==> config.mk <==
export PLATFORM = sky130hd
export DESIGN_NAME = lfom_object_map
export DESIGN_NICKNAME = d
export VERILOG_FILES = /design/src/hdl/lfom_pkg.sv /design/src/hdl/lfom_fgen_sel.sv /design/src/hdl/lfom_object_map.sv
export SDC_FILE = /design/constraint.sdc
export NUM_CORES = 1
export LEC_CHECK = 0
export ABC_AREA = 0
export ABC_CLOCK_PERIOD_IN_PS = 7450
export BUFFER_PORTS_ARGS = -buffer_cell sky130_fd_sc_hd__buf_2
export CAP_MARGIN = 10
export CORE_MARGIN = 3
export CORE_UTILIZATION = 55
export CTS_BUF_LIST = sky130_fd_sc_hd__clkbuf_16
export CTS_CLUSTER_DIAMETER = 30
export CTS_CLUSTER_SIZE = 28
export DETAILED_ROUTE_END_ITERATION = 10
export PLACE_DENSITY = 0.8
export SYNTH_ARGS = -nofsm -noshare
export SYNTH_HDL_FRONTEND = slang
export SYNTH_HIERARCHICAL = 1
export SYNTH_SLANG_ARGS = --single-unit
==> constraint.sdc <==
create_clock -name core_clk -period 7.45 [get_ports core_clk]
set_clock_uncertainty 0.15 [all_clocks]
set_input_delay 0.745 -clock core_clk [delete_from_list [all_inputs] [get_ports core_clk]]
set_output_delay 0.745 -clock core_clk [all_outputs]
set_load 0.02 [all_outputs]
==> src/hdl/lfom_pkg.sv <==
// Constants for the load fieldbus object map: instances, codes, resets.
// Assumes one clock domain and instance numbers as carried by the fieldbus.
package lfom_pkg;

    // Slave state machine
    typedef enum logic [1:0] {ESM_INIT, ESM_PREOP, ESM_SAFEOP, ESM_OP} lfom_esm_e;

    // Instance numbers
    localparam logic [15:0] INST_FTYPE_WR    = 16'h0601;
    localparam logic [15:0] INST_FTYPE_RD    = 16'h0602;
    localparam logic [15:0] INST_FPARAM_BASE = 16'h0611;
    localparam logic [15:0] FPARAM_SPAN      = 16'h000C;
    localparam logic [15:0] INST_STEP_LO_WR  = 16'h0611;
    localparam logic [15:0] INST_STEP_LO_RD  = 16'h0612;
    localparam logic [15:0] INST_STEP_HI_WR  = 16'h0613;
    localparam logic [15:0] INST_STEP_HI_RD  = 16'h0614;
    localparam logic [15:0] INST_RAMP_LO_WR  = 16'h0615;
    localparam logic [15:0] INST_RAMP_LO_RD  = 16'h0616;
    localparam logic [15:0] INST_RAMP_HI_WR  = 16'h0617;
    localparam logic [15:0] INST_RAMP_HI_RD  = 16'h0618;
    localparam logic [15:0] INST_RISE_WR     = 16'h0619;
    localparam logic [15:0] INST_RISE_RD     = 16'h061A;
    localparam logic [15:0] INST_FALL_WR     = 16'h061B;
    localparam logic [15:0] INST_FALL_RD     = 16'h061C;
    localparam logic [15:0] INST_RELOAD_WR   = 16'h0701;
    localparam logic [15:0] INST_LOCK_RD     = 16'h0702;
    localparam logic [15:0] INST_LOCK_WR     = 16'h0703;
    localparam logic [15:0] INST_SENSE_WR    = 16'h0706;
    localparam logic [15:0] INST_SENSE_RD    = 16'h0707;
    localparam logic [15:0] INST_SRC_WR      = 16'h070A;
    localparam logic [15:0] INST_SRC_RD      = 16'h070B;

    // Float parameter slots
    localparam int unsigned FP_NUM       = 6;
    localparam logic [2:0]  FP_STEP_LO   = 3'h0;
    localparam logic [2:0]  FP_STEP_HI   = 3'h1;
    localparam logic [2:0]  FP_RAMP_LO   = 3'h2;
    localparam logic [2:0]  FP_RAMP_HI   = 3'h3;
    localparam logic [2:0]  FP_RISE      = 3'h4;
    localparam logic [2:0]  FP_FALL      = 3'h5;

    // Set-point sources
    localparam logic [15:0] SRC_PANEL    = 16'h0000;
    localparam logic [15:0] SRC_FGEN     = 16'h0001;
    localparam logic [15:0] SRC_ANALOG   = 16'h0003;

    // Function types
    localparam logic [15:0] FT_SINE      = 16'h0000;
    localparam logic [15:0] FT_SQUARE    = 16'h0001;
    localparam logic [15:0] FT_STEP      = 16'h0002;
    localparam logic [15:0] FT_RAMP      = 16'h0003;

    // Sense locations and restore kinds
    localparam logic [15:0] SENSE_LOCAL  = 16'h0000;
    localparam logic [15:0] SENSE_REMOTE = 16'h0001;
    localparam logic [15:0] RESTORE_SOFT = 16'h0000;
    localparam logic [15:0] RESTORE_HARD = 16'h0001;

    // Mailbox protocol codes
    localparam logic [3:0]  PROTO_BASIC  = 4'h0;
    localparam logic [3:0]  PROTO_EOE    = 4'h2;

    // Reset values
    localparam logic [31:0] FPARAM_RST   = 32'h0000_0000;
    localparam logic [31:0] SETPOINT_RST = 32'h0000_0000;
    localparam logic [15:0] SRC_RST      = SRC_PANEL;
    localparam logic [15:0] FTYPE_RST    = FT_SINE;
    localparam logic [15:0] SENSE_RST    = SENSE_LOCAL;
    localparam logic        LOCK_RST     = 1'b0;

    // Front panel
    localparam int unsigned BTN_W        = 8;
    localparam logic [7:0]  BTN_STOP_MASK = 8'h01;

endpackage

==> src/hdl/lfom_fgen_sel.sv <==
// Picks the step or ramp parameters that reach the function generator.
// Assumes source and type codes already checked by the object map.
`timescale 1ns/1ps
module lfom_fgen_sel (
    // Clock and reset
    input  wire logic        core_clk,
    input  wire logic        srst,
    // Selection
    input  wire logic [15:0] src,
    input  wire logic [15:0] ftype,
    // Stored parameters
    input  wire logic [31:0] step_lo,
    input  wire logic [31:0] step_hi,
    input  wire logic [31:0] ramp_lo,
    input  wire logic [31:0] ramp_hi,
    input  wire logic [31:0] rise_ms,
    input  wire logic [31:0] fall_ms,
    // Applied parameters
    output logic             step_on,
    output logic             ramp_on,
    output logic      [31:0] level_lo,
    output logic      [31:0] level_hi,
    output logic      [31:0] rise_out,
    output logic      [31:0] fall_out
);
    logic fgen_sel;
    logic step_sel;
    logic ramp_sel;

    assign fgen_sel = (src == lfom_pkg::SRC_FGEN);
    assign step_sel = fgen_sel && (ftype == lfom_pkg::FT_STEP);
    assign ramp_sel = fgen_sel && (ftype == lfom_pkg::FT_RAMP);

    always_ff @(posedge core_clk) begin
        if (srst) begin
            step_on  <= 1'b0;
            ramp_on  <= 1'b0;
            level_lo <= lfom_pkg::FPARAM_RST;
            level_hi <= lfom_pkg::FPARAM_RST;
            rise_out <= lfom_pkg::FPARAM_RST;
            fall_out <= lfom_pkg::FPARAM_RST;
        end else begin
            step_on  <= step_sel;
            ramp_on  <= ramp_sel;
            level_lo <= ramp_sel ? ramp_lo : (step_sel ? step_lo : lfom_pkg::FPARAM_RST);
            level_hi <= ramp_sel ? ramp_hi : (step_sel ? step_hi : lfom_pkg::FPARAM_RST);
            rise_out <= ramp_sel ? rise_ms : lfom_pkg::FPARAM_RST;
            fall_out <= ramp_sel ? fall_ms : lfom_pkg::FPARAM_RST;
        end
    end

endmodule

==> src/hdl/lfom_object_map.sv <==
// Object map and slave state gating of a programmable DC load.
// Assumes a fieldbus front end that presents Set/Get and process data per cycle.
`timescale 1ns/1ps
module lfom_object_map (
    // Clock and reset
    input  wire logic                     core_clk,
    input  wire logic                     srst,
    // State commands from master
    input  wire logic                     esm_req_valid,
    input  wire lfom_pkg::lfom_esm_e      esm_req_state,
    output lfom_pkg::lfom_esm_e           esm_state,
    output logic                          esm_refused,
    // Service data requests
    input  wire logic                     sdo_valid,
    input  wire logic                     sdo_write,
    input  wire logic [3:0]               sdo_proto,
    input  wire logic [15:0]              sdo_instance,
    input  wire logic [31:0]              sdo_wdata,
    output logic                          sdo_rsp_valid,
    output logic                          sdo_rsp_ok,
    output logic      [31:0]              sdo_rdata,
    // Process data
    input  wire logic                     rxpdo_valid,
    input  wire logic [31:0]              rxpdo_setpoint,
    input  wire logic                     txpdo_tick,
    output logic                          txpdo_valid,
    output logic      [31:0]              txpdo_volt,
    // Set-point inputs and output
    input  wire logic                     panel_sp_valid,
    input  wire logic [31:0]              panel_setpoint,
    input  wire logic [31:0]              fgen_wave,
    input  wire logic [31:0]              analog_setpoint,
    output logic      [31:0]              setpoint_out,
    // Function generator parameters
    output logic                          fgen_step_on,
    output logic                          fgen_ramp_on,
    output logic      [31:0]              fgen_level_lo,
    output logic      [31:0]              fgen_level_hi,
    output logic      [31:0]              fgen_rise_ms,
    output logic      [31:0]              fgen_fall_ms,
    // Front panel
    input  wire logic [7:0]               panel_btn,
    output logic      [7:0]               panel_btn_gated,
    output logic                          panel_locked,
    // Voltage sensing
    input  wire logic [31:0]              meas_volt_local,
    input  wire logic [31:0]              meas_volt_remote,
    output logic      [31:0]              calc_volt,
    output logic                          sense_remote,
    // Defaults reload
    output logic                          restore_pulse,
    output logic                          restore_hard
);
    lfom_pkg::lfom_esm_e esm_q;
    logic [31:0] fparam_q [lfom_pkg::FP_NUM];
    logic [15:0] ftype_q;
    logic [15:0] sense_q;
    logic [15:0] src_q;
    logic        lock_q;
    logic [31:0] local_sp_q;
    logic        proto_ok;
    logic        sdo_acc;
    logic [15:0] foff;
    logic        f_wr;
    logic        f_rd;
    logic [2:0]  f_idx;
    logic        wr_ok;
    logic        rd_ok;
    logic [31:0] rd_val;
    logic        wr_go;
    logic        restore_now;
    logic        esm_legal;

    // Write strobe for one instance
    function automatic logic wr_hit(input logic [15:0] inst);
        return wr_go && (sdo_instance == inst);
    endfunction

    // Service access gating
    assign proto_ok = (sdo_proto == lfom_pkg::PROTO_BASIC) ||
                      (sdo_proto == lfom_pkg::PROTO_EOE);
    assign sdo_acc  = sdo_valid && proto_ok && (esm_q != lfom_pkg::ESM_INIT);
    assign foff     = sdo_instance - lfom_pkg::INST_FPARAM_BASE;
    assign f_wr     = (foff < lfom_pkg::FPARAM_SPAN) && !foff[0];
    assign f_rd     = (foff < lfom_pkg::FPARAM_SPAN) && foff[0];
    assign f_idx    = foff[3:1];

    // Write decode and value checks
    always_comb begin
        wr_ok = f_wr;
        unique case (sdo_instance)
            lfom_pkg::INST_FTYPE_WR:  wr_ok = sdo_wdata[15:0] <= lfom_pkg::FT_RAMP;
            lfom_pkg::INST_LOCK_WR:   wr_ok = 1'b1;
            lfom_pkg::INST_SENSE_WR:  wr_ok = sdo_wdata[15:0] <= lfom_pkg::SENSE_REMOTE;
            lfom_pkg::INST_SRC_WR:    wr_ok = (sdo_wdata[15:0] == lfom_pkg::SRC_PANEL) ||
                                              (sdo_wdata[15:0] == lfom_pkg::SRC_FGEN) ||
                                              (sdo_wdata[15:0] == lfom_pkg::SRC_ANALOG);
            lfom_pkg::INST_RELOAD_WR: wr_ok = sdo_wdata[15:0] <= lfom_pkg::RESTORE_HARD;
            default:                  wr_ok = f_wr;
        endcase
    end

    // Read decode
    always_comb begin
        rd_ok  = 1'b1;
        rd_val = 32'h0000_0000;
        unique case (sdo_instance)
            lfom_pkg::INST_FTYPE_RD: rd_val = {16'h0000, ftype_q};
            lfom_pkg::INST_LOCK_RD:  rd_val = {31'h0000_0000, lock_q};
            lfom_pkg::INST_SENSE_RD: rd_val = {16'h0000, sense_q};
            lfom_pkg::INST_SRC_RD:   rd_val = {16'h0000, src_q};
            default: begin
                rd_ok  = f_rd;
                rd_val = f_rd ? fparam_q[f_idx] : 32'h0000_0000;
            end
        endcase
    end

    assign wr_go       = sdo_acc && sdo_write && wr_ok;
    assign restore_now = wr_go && (sdo_instance == lfom_pkg::INST_RELOAD_WR);

    // Service response, one cycle after the request
    always_ff @(posedge core_clk) begin
        if (srst) begin
            sdo_rsp_valid <= 1'b0;
            sdo_rsp_ok    <= 1'b0;
            sdo_rdata     <= 32'h0000_0000;
        end else begin
            sdo_rsp_valid <= sdo_valid;
            sdo_rsp_ok    <= sdo_acc && (sdo_write ? wr_ok : rd_ok);
            sdo_rdata     <= (sdo_acc && !sdo_write && rd_ok) ? rd_val : 32'h0000_0000;
        end
    end

    // Float parameters, stored whatever the source
    always_ff @(posedge core_clk) begin
        if (srst || (restore_now && sdo_wdata[15:0] == lfom_pkg::RESTORE_HARD)) begin
            for (int i = 0; i < lfom_pkg::FP_NUM; i++) begin
                fparam_q[i] <= lfom_pkg::FPARAM_RST;
            end
        end else if (wr_go && f_wr) begin
            fparam_q[f_idx] <= sdo_wdata;
        end
    end

    // Configuration objects
    always_ff @(posedge core_clk) begin
        if (srst || restore_now) begin
            ftype_q <= lfom_pkg::FTYPE_RST;
            lock_q  <= lfom_pkg::LOCK_RST;
            sense_q <= lfom_pkg::SENSE_RST;
            src_q   <= lfom_pkg::SRC_RST;
        end else begin
            if (wr_hit(lfom_pkg::INST_FTYPE_WR)) begin
                ftype_q <= sdo_wdata[15:0];
            end
            if (wr_hit(lfom_pkg::INST_LOCK_WR)) begin
                lock_q <= sdo_wdata[0];
            end
            if (wr_hit(lfom_pkg::INST_SENSE_WR)) begin
                sense_q <= sdo_wdata[15:0];
            end
            if (wr_hit(lfom_pkg::INST_SRC_WR)) begin
                src_q <= sdo_wdata[15:0];
            end
        end
    end

    // Restore indication
    always_ff @(posedge core_clk) begin
        if (srst) begin
            restore_pulse <= 1'b0;
            restore_hard  <= 1'b0;
        end else begin
            restore_pulse <= restore_now;
            restore_hard  <= restore_now && (sdo_wdata[15:0] == lfom_pkg::RESTORE_HARD);
        end
    end

    // Slave state machine: up one step, or down to any lower state
    assign esm_legal = (esm_req_state <= esm_q) ||
                       ({1'b0, esm_req_state} == {1'b0, esm_q} + 3'h1);

    always_ff @(posedge core_clk) begin
        if (srst) begin
            esm_q       <= lfom_pkg::ESM_INIT;
            esm_refused <= 1'b0;
        end else begin
            esm_refused <= esm_req_valid && !esm_legal;
            if (esm_req_valid && esm_legal) begin
                esm_q <= esm_req_state;
            end
        end
    end

    assign esm_state = esm_q;

    // Local set point from cyclic data or panel
    always_ff @(posedge core_clk) begin
        if (srst) begin
            local_sp_q <= lfom_pkg::SETPOINT_RST;
        end else if (rxpdo_valid && esm_q == lfom_pkg::ESM_OP) begin
            local_sp_q <= rxpdo_setpoint;
        end else if (panel_sp_valid) begin
            local_sp_q <= panel_setpoint;
        end
    end

    // Set-point routing
    always_ff @(posedge core_clk) begin
        if (srst) begin
            setpoint_out <= lfom_pkg::SETPOINT_RST;
        end else begin
            unique case (src_q)
                lfom_pkg::SRC_PANEL:  setpoint_out <= local_sp_q;
                lfom_pkg::SRC_FGEN:   setpoint_out <= fgen_wave;
                lfom_pkg::SRC_ANALOG: setpoint_out <= analog_setpoint;
                default:              setpoint_out <= setpoint_out;
            endcase
        end
    end

    // Sensing and transmit data
    always_ff @(posedge core_clk) begin
        if (srst) begin
            calc_volt   <= 32'h0000_0000;
            txpdo_valid <= 1'b0;
            txpdo_volt  <= 32'h0000_0000;
        end else begin
            calc_volt   <= (sense_q == lfom_pkg::SENSE_REMOTE) ?
                           meas_volt_remote : meas_volt_local;
            txpdo_valid <= txpdo_tick && (esm_q >= lfom_pkg::ESM_SAFEOP);
            if (txpdo_tick && esm_q >= lfom_pkg::ESM_SAFEOP) begin
                txpdo_volt <= calc_volt;
            end
        end
    end

    assign sense_remote = (sense_q == lfom_pkg::SENSE_REMOTE);

    // Front panel gating
    always_ff @(posedge core_clk) begin
        if (srst) begin
            panel_btn_gated <= 8'h00;
        end else begin
            panel_btn_gated <= lock_q ? (panel_btn & lfom_pkg::BTN_STOP_MASK) : panel_btn;
        end
    end

    assign panel_locked = lock_q;

    // Generator parameter selection
    lfom_fgen_sel u_fgen_sel (
        .core_clk (core_clk),
        .srst     (srst),
        .src      (src_q),
        .ftype    (ftype_q),
        .step_lo  (fparam_q[lfom_pkg::FP_STEP_LO]),
        .step_hi  (fparam_q[lfom_pkg::FP_STEP_HI]),
        .ramp_lo  (fparam_q[lfom_pkg::FP_RAMP_LO]),
        .ramp_hi  (fparam_q[lfom_pkg::FP_RAMP_HI]),
        .rise_ms  (fparam_q[lfom_pkg::FP_RISE]),
        .fall_ms  (fparam_q[lfom_pkg::FP_FALL]),
        .step_on  (fgen_step_on),
        .ramp_on  (fgen_ramp_on),
        .level_lo (fgen_level_lo),
        .level_hi (fgen_level_hi),
        .rise_out (fgen_rise_ms),
        .fall_out (fgen_fall_ms)
    );

    // Checks
    a_init_sdo_refused: assert property (
        @(posedge core_clk) disable iff (srst)
        (sdo_valid && esm_q == lfom_pkg::ESM_INIT) |=> (sdo_rsp_valid && !sdo_rsp_ok))
        else $error("service access answered ok in Init");

    a_proto_reject: assert property (
        @(posedge core_clk) disable iff (srst)
        (sdo_valid && !proto_ok) |=> (sdo_rsp_valid && !sdo_rsp_ok))
        else $error("unsupported mailbox protocol accepted");

    a_step_lo_store: assert property (
        @(posedge core_clk) disable iff (srst)
        (sdo_acc && sdo_write && sdo_instance == lfom_pkg::INST_STEP_LO_WR)
        |=> (fparam_q[lfom_pkg::FP_STEP_LO] == $past(sdo_wdata)))
        else $error("step low level not stored");

    a_step_hi_read: assert property (
        @(posedge core_clk) disable iff (srst)
        (sdo_acc && !sdo_write && sdo_instance == lfom_pkg::INST_STEP_HI_RD)
        |=> (sdo_rsp_ok && sdo_rdata == $past(fparam_q[lfom_pkg::FP_STEP_HI])))
        else $error("step high level read back wrong");

    a_txpdo_gate: assert property (
        @(posedge core_clk) disable iff (srst)
        (txpdo_tick && esm_q < lfom_pkg::ESM_SAFEOP) |=> !txpdo_valid)
        else $error("transmit data sent below Safe-Operational");

    a_rxpdo_drop: assert property (
        @(posedge core_clk) disable iff (srst)
        (rxpdo_valid && esm_q != lfom_pkg::ESM_OP && !panel_sp_valid) |=> $stable(local_sp_q))
        else $error("receive data taken below Operational");

    a_esm_skip_refused: assert property (
        @(posedge core_clk) disable iff (srst)
        (esm_req_valid && {1'b0, esm_req_state} > {1'b0, esm_q} + 3'h1)
        |=> ($stable(esm_q) && esm_refused))
        else $error("state skip not refused");

    a_lock_buttons: assert property (
        @(posedge core_clk) disable iff (srst)
        lock_q |=> (panel_btn_gated == ($past(panel_btn) & lfom_pkg::BTN_STOP_MASK)))
        else $error("button passed while locked");

    a_src_analog: assert property (
        @(posedge core_clk) disable iff (srst)
        (src_q == lfom_pkg::SRC_ANALOG) |=> (setpoint_out == $past(analog_setpoint)))
        else $error("analog set point not routed");

    a_sense_remote: assert property (
        @(posedge core_clk) disable iff (srst)
        (sense_q == lfom_pkg::SENSE_REMOTE) ##1 (sense_q == lfom_pkg::SENSE_REMOTE)
        |=> (calc_volt == $past(meas_volt_remote, 1)))
        else $error("remote sense not used for calculation");

endmodule

[After elaboration in Yosys (flattened, before gate mapping)]
Memories as Yosys holds them, arrays and structs flattened. A register that Yosys moved wholly into a read port is not among the register bits.
Cells that the tools add are included.
W data, S select, Z words.
Storage, ports and cells
  output and inout bits: 276
  bits in writable memories: 192
  bits in read-only memories: 0
  memories kept: 1
  bits in latches: 0
  logic and storage cells: 115
  register bits after elaboration: 291
Operators by class
  $add $sub $neg: 2
  $lt $le $gt $ge: 5
  divide/modulo/power cells: 0
  multiply operators: 0
  shift operators: 0
  bitwise logic cells: 2
  muxes and demuxes: 21
  eq/ne operators: 19
  reductions and logical operators: 43
Memory list
  fparam_q: words 6, bits a word 32, read ports 7, clocked after memory_dff 2, wr ports 6, RTL line lfom_object_map.sv:55  | logic [31:0] fparam_q [lfom_pkg::FP_NUM];
Operators with widths (number)
  $mux W32: 9
  $eq A16 B11 Y1 const B: 9
  $pmux W32 S4: 1
  $pmux W32 S3: 1
  $eq A16 B2 Y1 const B: 4
  $eq A16 B1 Y1 const B: 3
  $logic_not A16 Y1: 2
  $reduce_or A32 Y1: 1
  $logic_and A1 B1 Y1: 22
  $le A16 B1 Y1 const B: 1
  $le A16 B2 Y1 const B: 1
  $lt A16 B4 Y1 const B: 1
  $sub A16 B11 Y16 const B: 1
  $mux W1: 8
  $reduce_or A2 Y1: 4
  $logic_or A1 B1 Y1: 6
  $eq A4 B2 Y1 const B: 1
  $logic_not A4 Y1: 1
  $pmux W1 S4: 1
  $reduce_bool A2 Y1: 2
  $reduce_or A4 Y1: 1
  $add A2 B1 Y3 const B: 1
  $eq A2 B3 Y1: 1
  $logic_not A1 Y1: 3
  other kinds (6): 7

[Longest topological paths before layout]
  word-level depth: 13
  depth in mapped cells: 10
  depth with buffers taken out: 8

[Cells and area by module]
The synthesis kept the hierarchy.
Modules (own cells, without submodules)
  lfom_object_map: area each 20083.0 µm², sequential area each 12191.7 µm², cells an instance 1777, times used 1
  lfom_fgen_sel: area each 5390.2 µm², sequential area each 2602.5 µm², cells an instance 458, times used 1

[Worst setup path after synthesis]
OpenSTA, ideal clock, no wires.
  path type: input-to-reg
  start: input sdo_instance[0]
  end: memory fparam_q[5][0] (enable)
  required time: 6.790 ns
  path slack: 0.765 ns
  arrival time: 6.024 ns
  library setup time: 0.510 ns
  stages on the path: 9
  cells stage by stage: inv_1 -> ha_1 -> or3b_2 -> a211oi_1 -> a211oi_1 -> a211oi_1 -> clkbuf_1 -> nand2_1 -> o41ai_1
RTL lines
  start: declaration: RTL line lfom_object_map.sv:17  | input wire logic [15:0] sdo_instance,
  end: declaration: RTL line lfom_object_map.sv:55

==> metrics.yaml <==
status: "finished, final reports clean"
p_int_uw: 7180
initial_utilization_pct: 55.9
placeableCoreArea_mm2: 0.0456
most_common_cell_after_layout_fill_and_taps_aside: "buf_2"
die_w_um: 221
die_area_mm2: 0.0489
drt-wirelength-per-cell_um: 24.4
worst-path-max-fanout: 80
xor_and_xnor_area_share_after_synthesis_pct: 0.275
ys.warnings.count: 6
areaGrowthSynthToFinish_pct: 28.1
clkSinkCount: 611
power.density_mw_per_mm2: 288
finalPower_uw: 9400
detailedPlacementHpwl_mm: 57.2
synth_edf_count: 256
cellLeakagePower_uw: 0.0128
timing.critical_path.from_type: "primary input"
fin_crit_ns: 4.87
power.ir.vdd_worst_mv: 0.245
power.sequential.fraction_pct: 38.5
rsz_0062_raised_after_global_routing: "no"
globalRouteMet1Util_pct: 44.6
wl_mm: 85.2
std_cell_rows: 78
numCtsBuffers: 115
ant_nets: 0
largest_net_degree_at_the_start_of_global_routing: 131
synth_area_per_cell_um2: 11.4
fmax_mhz: 205
cts-hold-fix-buffers: 0
cts_root_buffer: "clkbuf_16"
synth-adder-area-share_pct: 0.442
post-cts-setup-buffers: 0
grt_overflow_total: 0
portBuffers: 536
tritoncts_clock_tree: "built"
place.gp.congestion: 0.980
placed_inst_area_mm2: 0.0286
clk-insertion-delay-late_ns: 0.66
dr.pass1.iters: 6
worst_slew_margin_rel_pct: 15.7
worst_slew_pin_slew_ns: 1.26
antenna_found_initial: 2
ys_ff_latch: 611
pin_count: 538
clockBufferDepth: 3
synth_compound_area_share_pct: 8.41
dieHeight_um: 221
layout.cell_area.non_filler_mm2: 0.0326
grt_use_total_pct: 33.7
timing_worst_setup_path_type: "in -> reg"
grt_most_used_layer: "met2"
yosys.area_share.simple_pct: 19.0
cp.arrival_ns: 5.05
hold_violations: 0
share_of_the_clock_period_used_by_the_worst_path_after_layout_pct: 65.4
timing.hold.ws_ns: 0.158
postSynth.asyncResetShare_pct: 0
remaining_drc_errors: 0
finalSetupTns_ns: 0
fraction_of_final_layout_cells_sized_beyond_drive_strength_1_pct: 32.7
clkTransAtPathRegs_ns: 0.05
min-delay-path-class: "in -> reg"
number_of_max_cap_violations: 0
number_of_instances_in_the_synthesized_netlist: 2235
switchingPower_uw: 2220
route.vias.total: 21253
sequential_to_total_area_share_from_yosys_stat_pct: 58.1
grtUsageMet3_pct: 6.89
part_of_the_total_power_dissipated_in_the_clock_network_pct: 55.4
grt_first_pass_wirelength_mm: 128
combinationalPowerShare_pct: 6.1
power_switching_share_pct: 23.6
htreeDepth: 3
cts_repair_resize_count: 0
synth_cell_types: 69
most_used_cells_in_the_layout_excluding_fill_and_tap_cells: "buf_2 (535), dfxtp_1 (354), nand2_1 (267), edfxtp_1 (256), nor3_1 (169)"
number_of_drc_markers_after_the_initial_detailed_route_iteration: 2649
report.final.slew_viol_count: 0
global_route.usage.met2_pct: 55.0
routed_via_density: 6.08
r2r_setup_slack_ns: 3.46
dominant_combinational_cell_family_by_area_after_synthesis: "simple AND/OR/NAND/NOR gates"
synth_flop_cell: "dfxtp_1"
grt_pass1_vias: 20831
portion_of_netlist_area_occupied_by_mux_cells_pct: 9.36
netlist_area_mm2: 0.0255
design.final.nets: 3060
critical_path_end_type: "flop"
finalSetupViolCount: 0
cp_data_required_time_ns: 7.63
==> logic make-up after synthesis <==
logic type,Yosys count
simple gates,852
xor+xnor,8
flops,611
buf+inv,246
other cells,1
mux,178
compound gates,330
fa+ha+maj,9
==> final timing paths <==
path,endpoint,cells after the start,start
hold / removal,panel_btn_gated[5],2,panel_btn[5]
setup reg to reg,fparam_q[4][28],6,esm_state[1]
setup / recovery,fparam_q[4][28],10,sdo_instance[1]
hold reg to reg,txpdo_volt[16],2,txpdo_volt[16]
==> routing by layer <==
metal | part of all wire (%) | up-vias
met1 | 38 | 10258
met5 | 0 | -
met2 | 48 | 1456
met3 | 11 | 192
met4 | 3.6 | 0
li1 | - | 9347
==> flip-flops by register name, summed over array words and instances (netlist names), 32 cells and up <==
register / flops
calc_volt: 32
fparam_q: 256
local_sp_q: 32
sdo_rdata: 32
setpoint_out: 32
txpdo_volt: 32
u_fgen_sel/fall_out: 32
u_fgen_sel/level_hi: 32
u_fgen_sel/level_lo: 32
u_fgen_sel/rise_out: 32
==> cells in the mapped netlist (48+ instances only) <==
cell | count | share of area [%]
mux4_2 | 48 | 4.2
nor4_1 | 49 | 1.2
edfxtp_1 | 256 | 30
nor3_1 | 169 | 3.3
dfxtp_1 | 355 | 28
nand2_1 | 268 | 3.9
a21oi_1 | 92 | 1.8
nor2_1 | 101 | 1.5
and2_1 | 55 | 1.4
clkbuf_1 | 122 | 1.8
nor4_2 | 102 | 5.0
a211oi_1 | 58 | 1.7
o21ai_0 | 75 | 1.5
mux2i_1 | 128 | 5.0
==> metrics by stage <==
stage,setup slack (ns),utilization [%],instances
2_1_floorplan,0.765,-,2298
3_3_place_gp,2.16,62.8,3271
3_5_place_dp,1.97,62.8,3271
4_1_cts,2.65,71.6,3491
5_1_grt,2.39,71.6,3494
6_report,2.58,71.6,3494
==> power groups by stage <==
stage / registers (µW) / logic [µW] / clock network [µW]
after global placement: 3670 / 551 / 0
after global routing: 3620 / 609 / 5400
final: 3620 / 575 / 5200
after CTS: 3620 / 566 / 5230
after detailed placement: 3680 / 558 / 0
after floorplan: 3700 / 305 / 0
==> area by class of cell <==
type | instances | area (µm²)
well taps | 600 | 751
clock buffers | 120 | 3000
multi-input cells | 1441 | 9940
diodes | 2 | 5.00
flip-flops and latches | 611 | 14800
inverters | 47 | 176
clock inverters | 100 | 971
repair buffers | 573 | 2980
fillers | 3059 | 12900
==> worst max-delay path, stage by stage <==
cell	delay, ns
buf_2	0.15
inv_1	0.13
ha_1	0.20
or3b_2	0.49
nor4_2	0.50
a22oi_1	0.22
o2111ai_2	0.41
nand3_4	0.80
o21ai_4	0.97
buf_4	0.40
No activity file was read; power rests on OpenSTA's default activity.
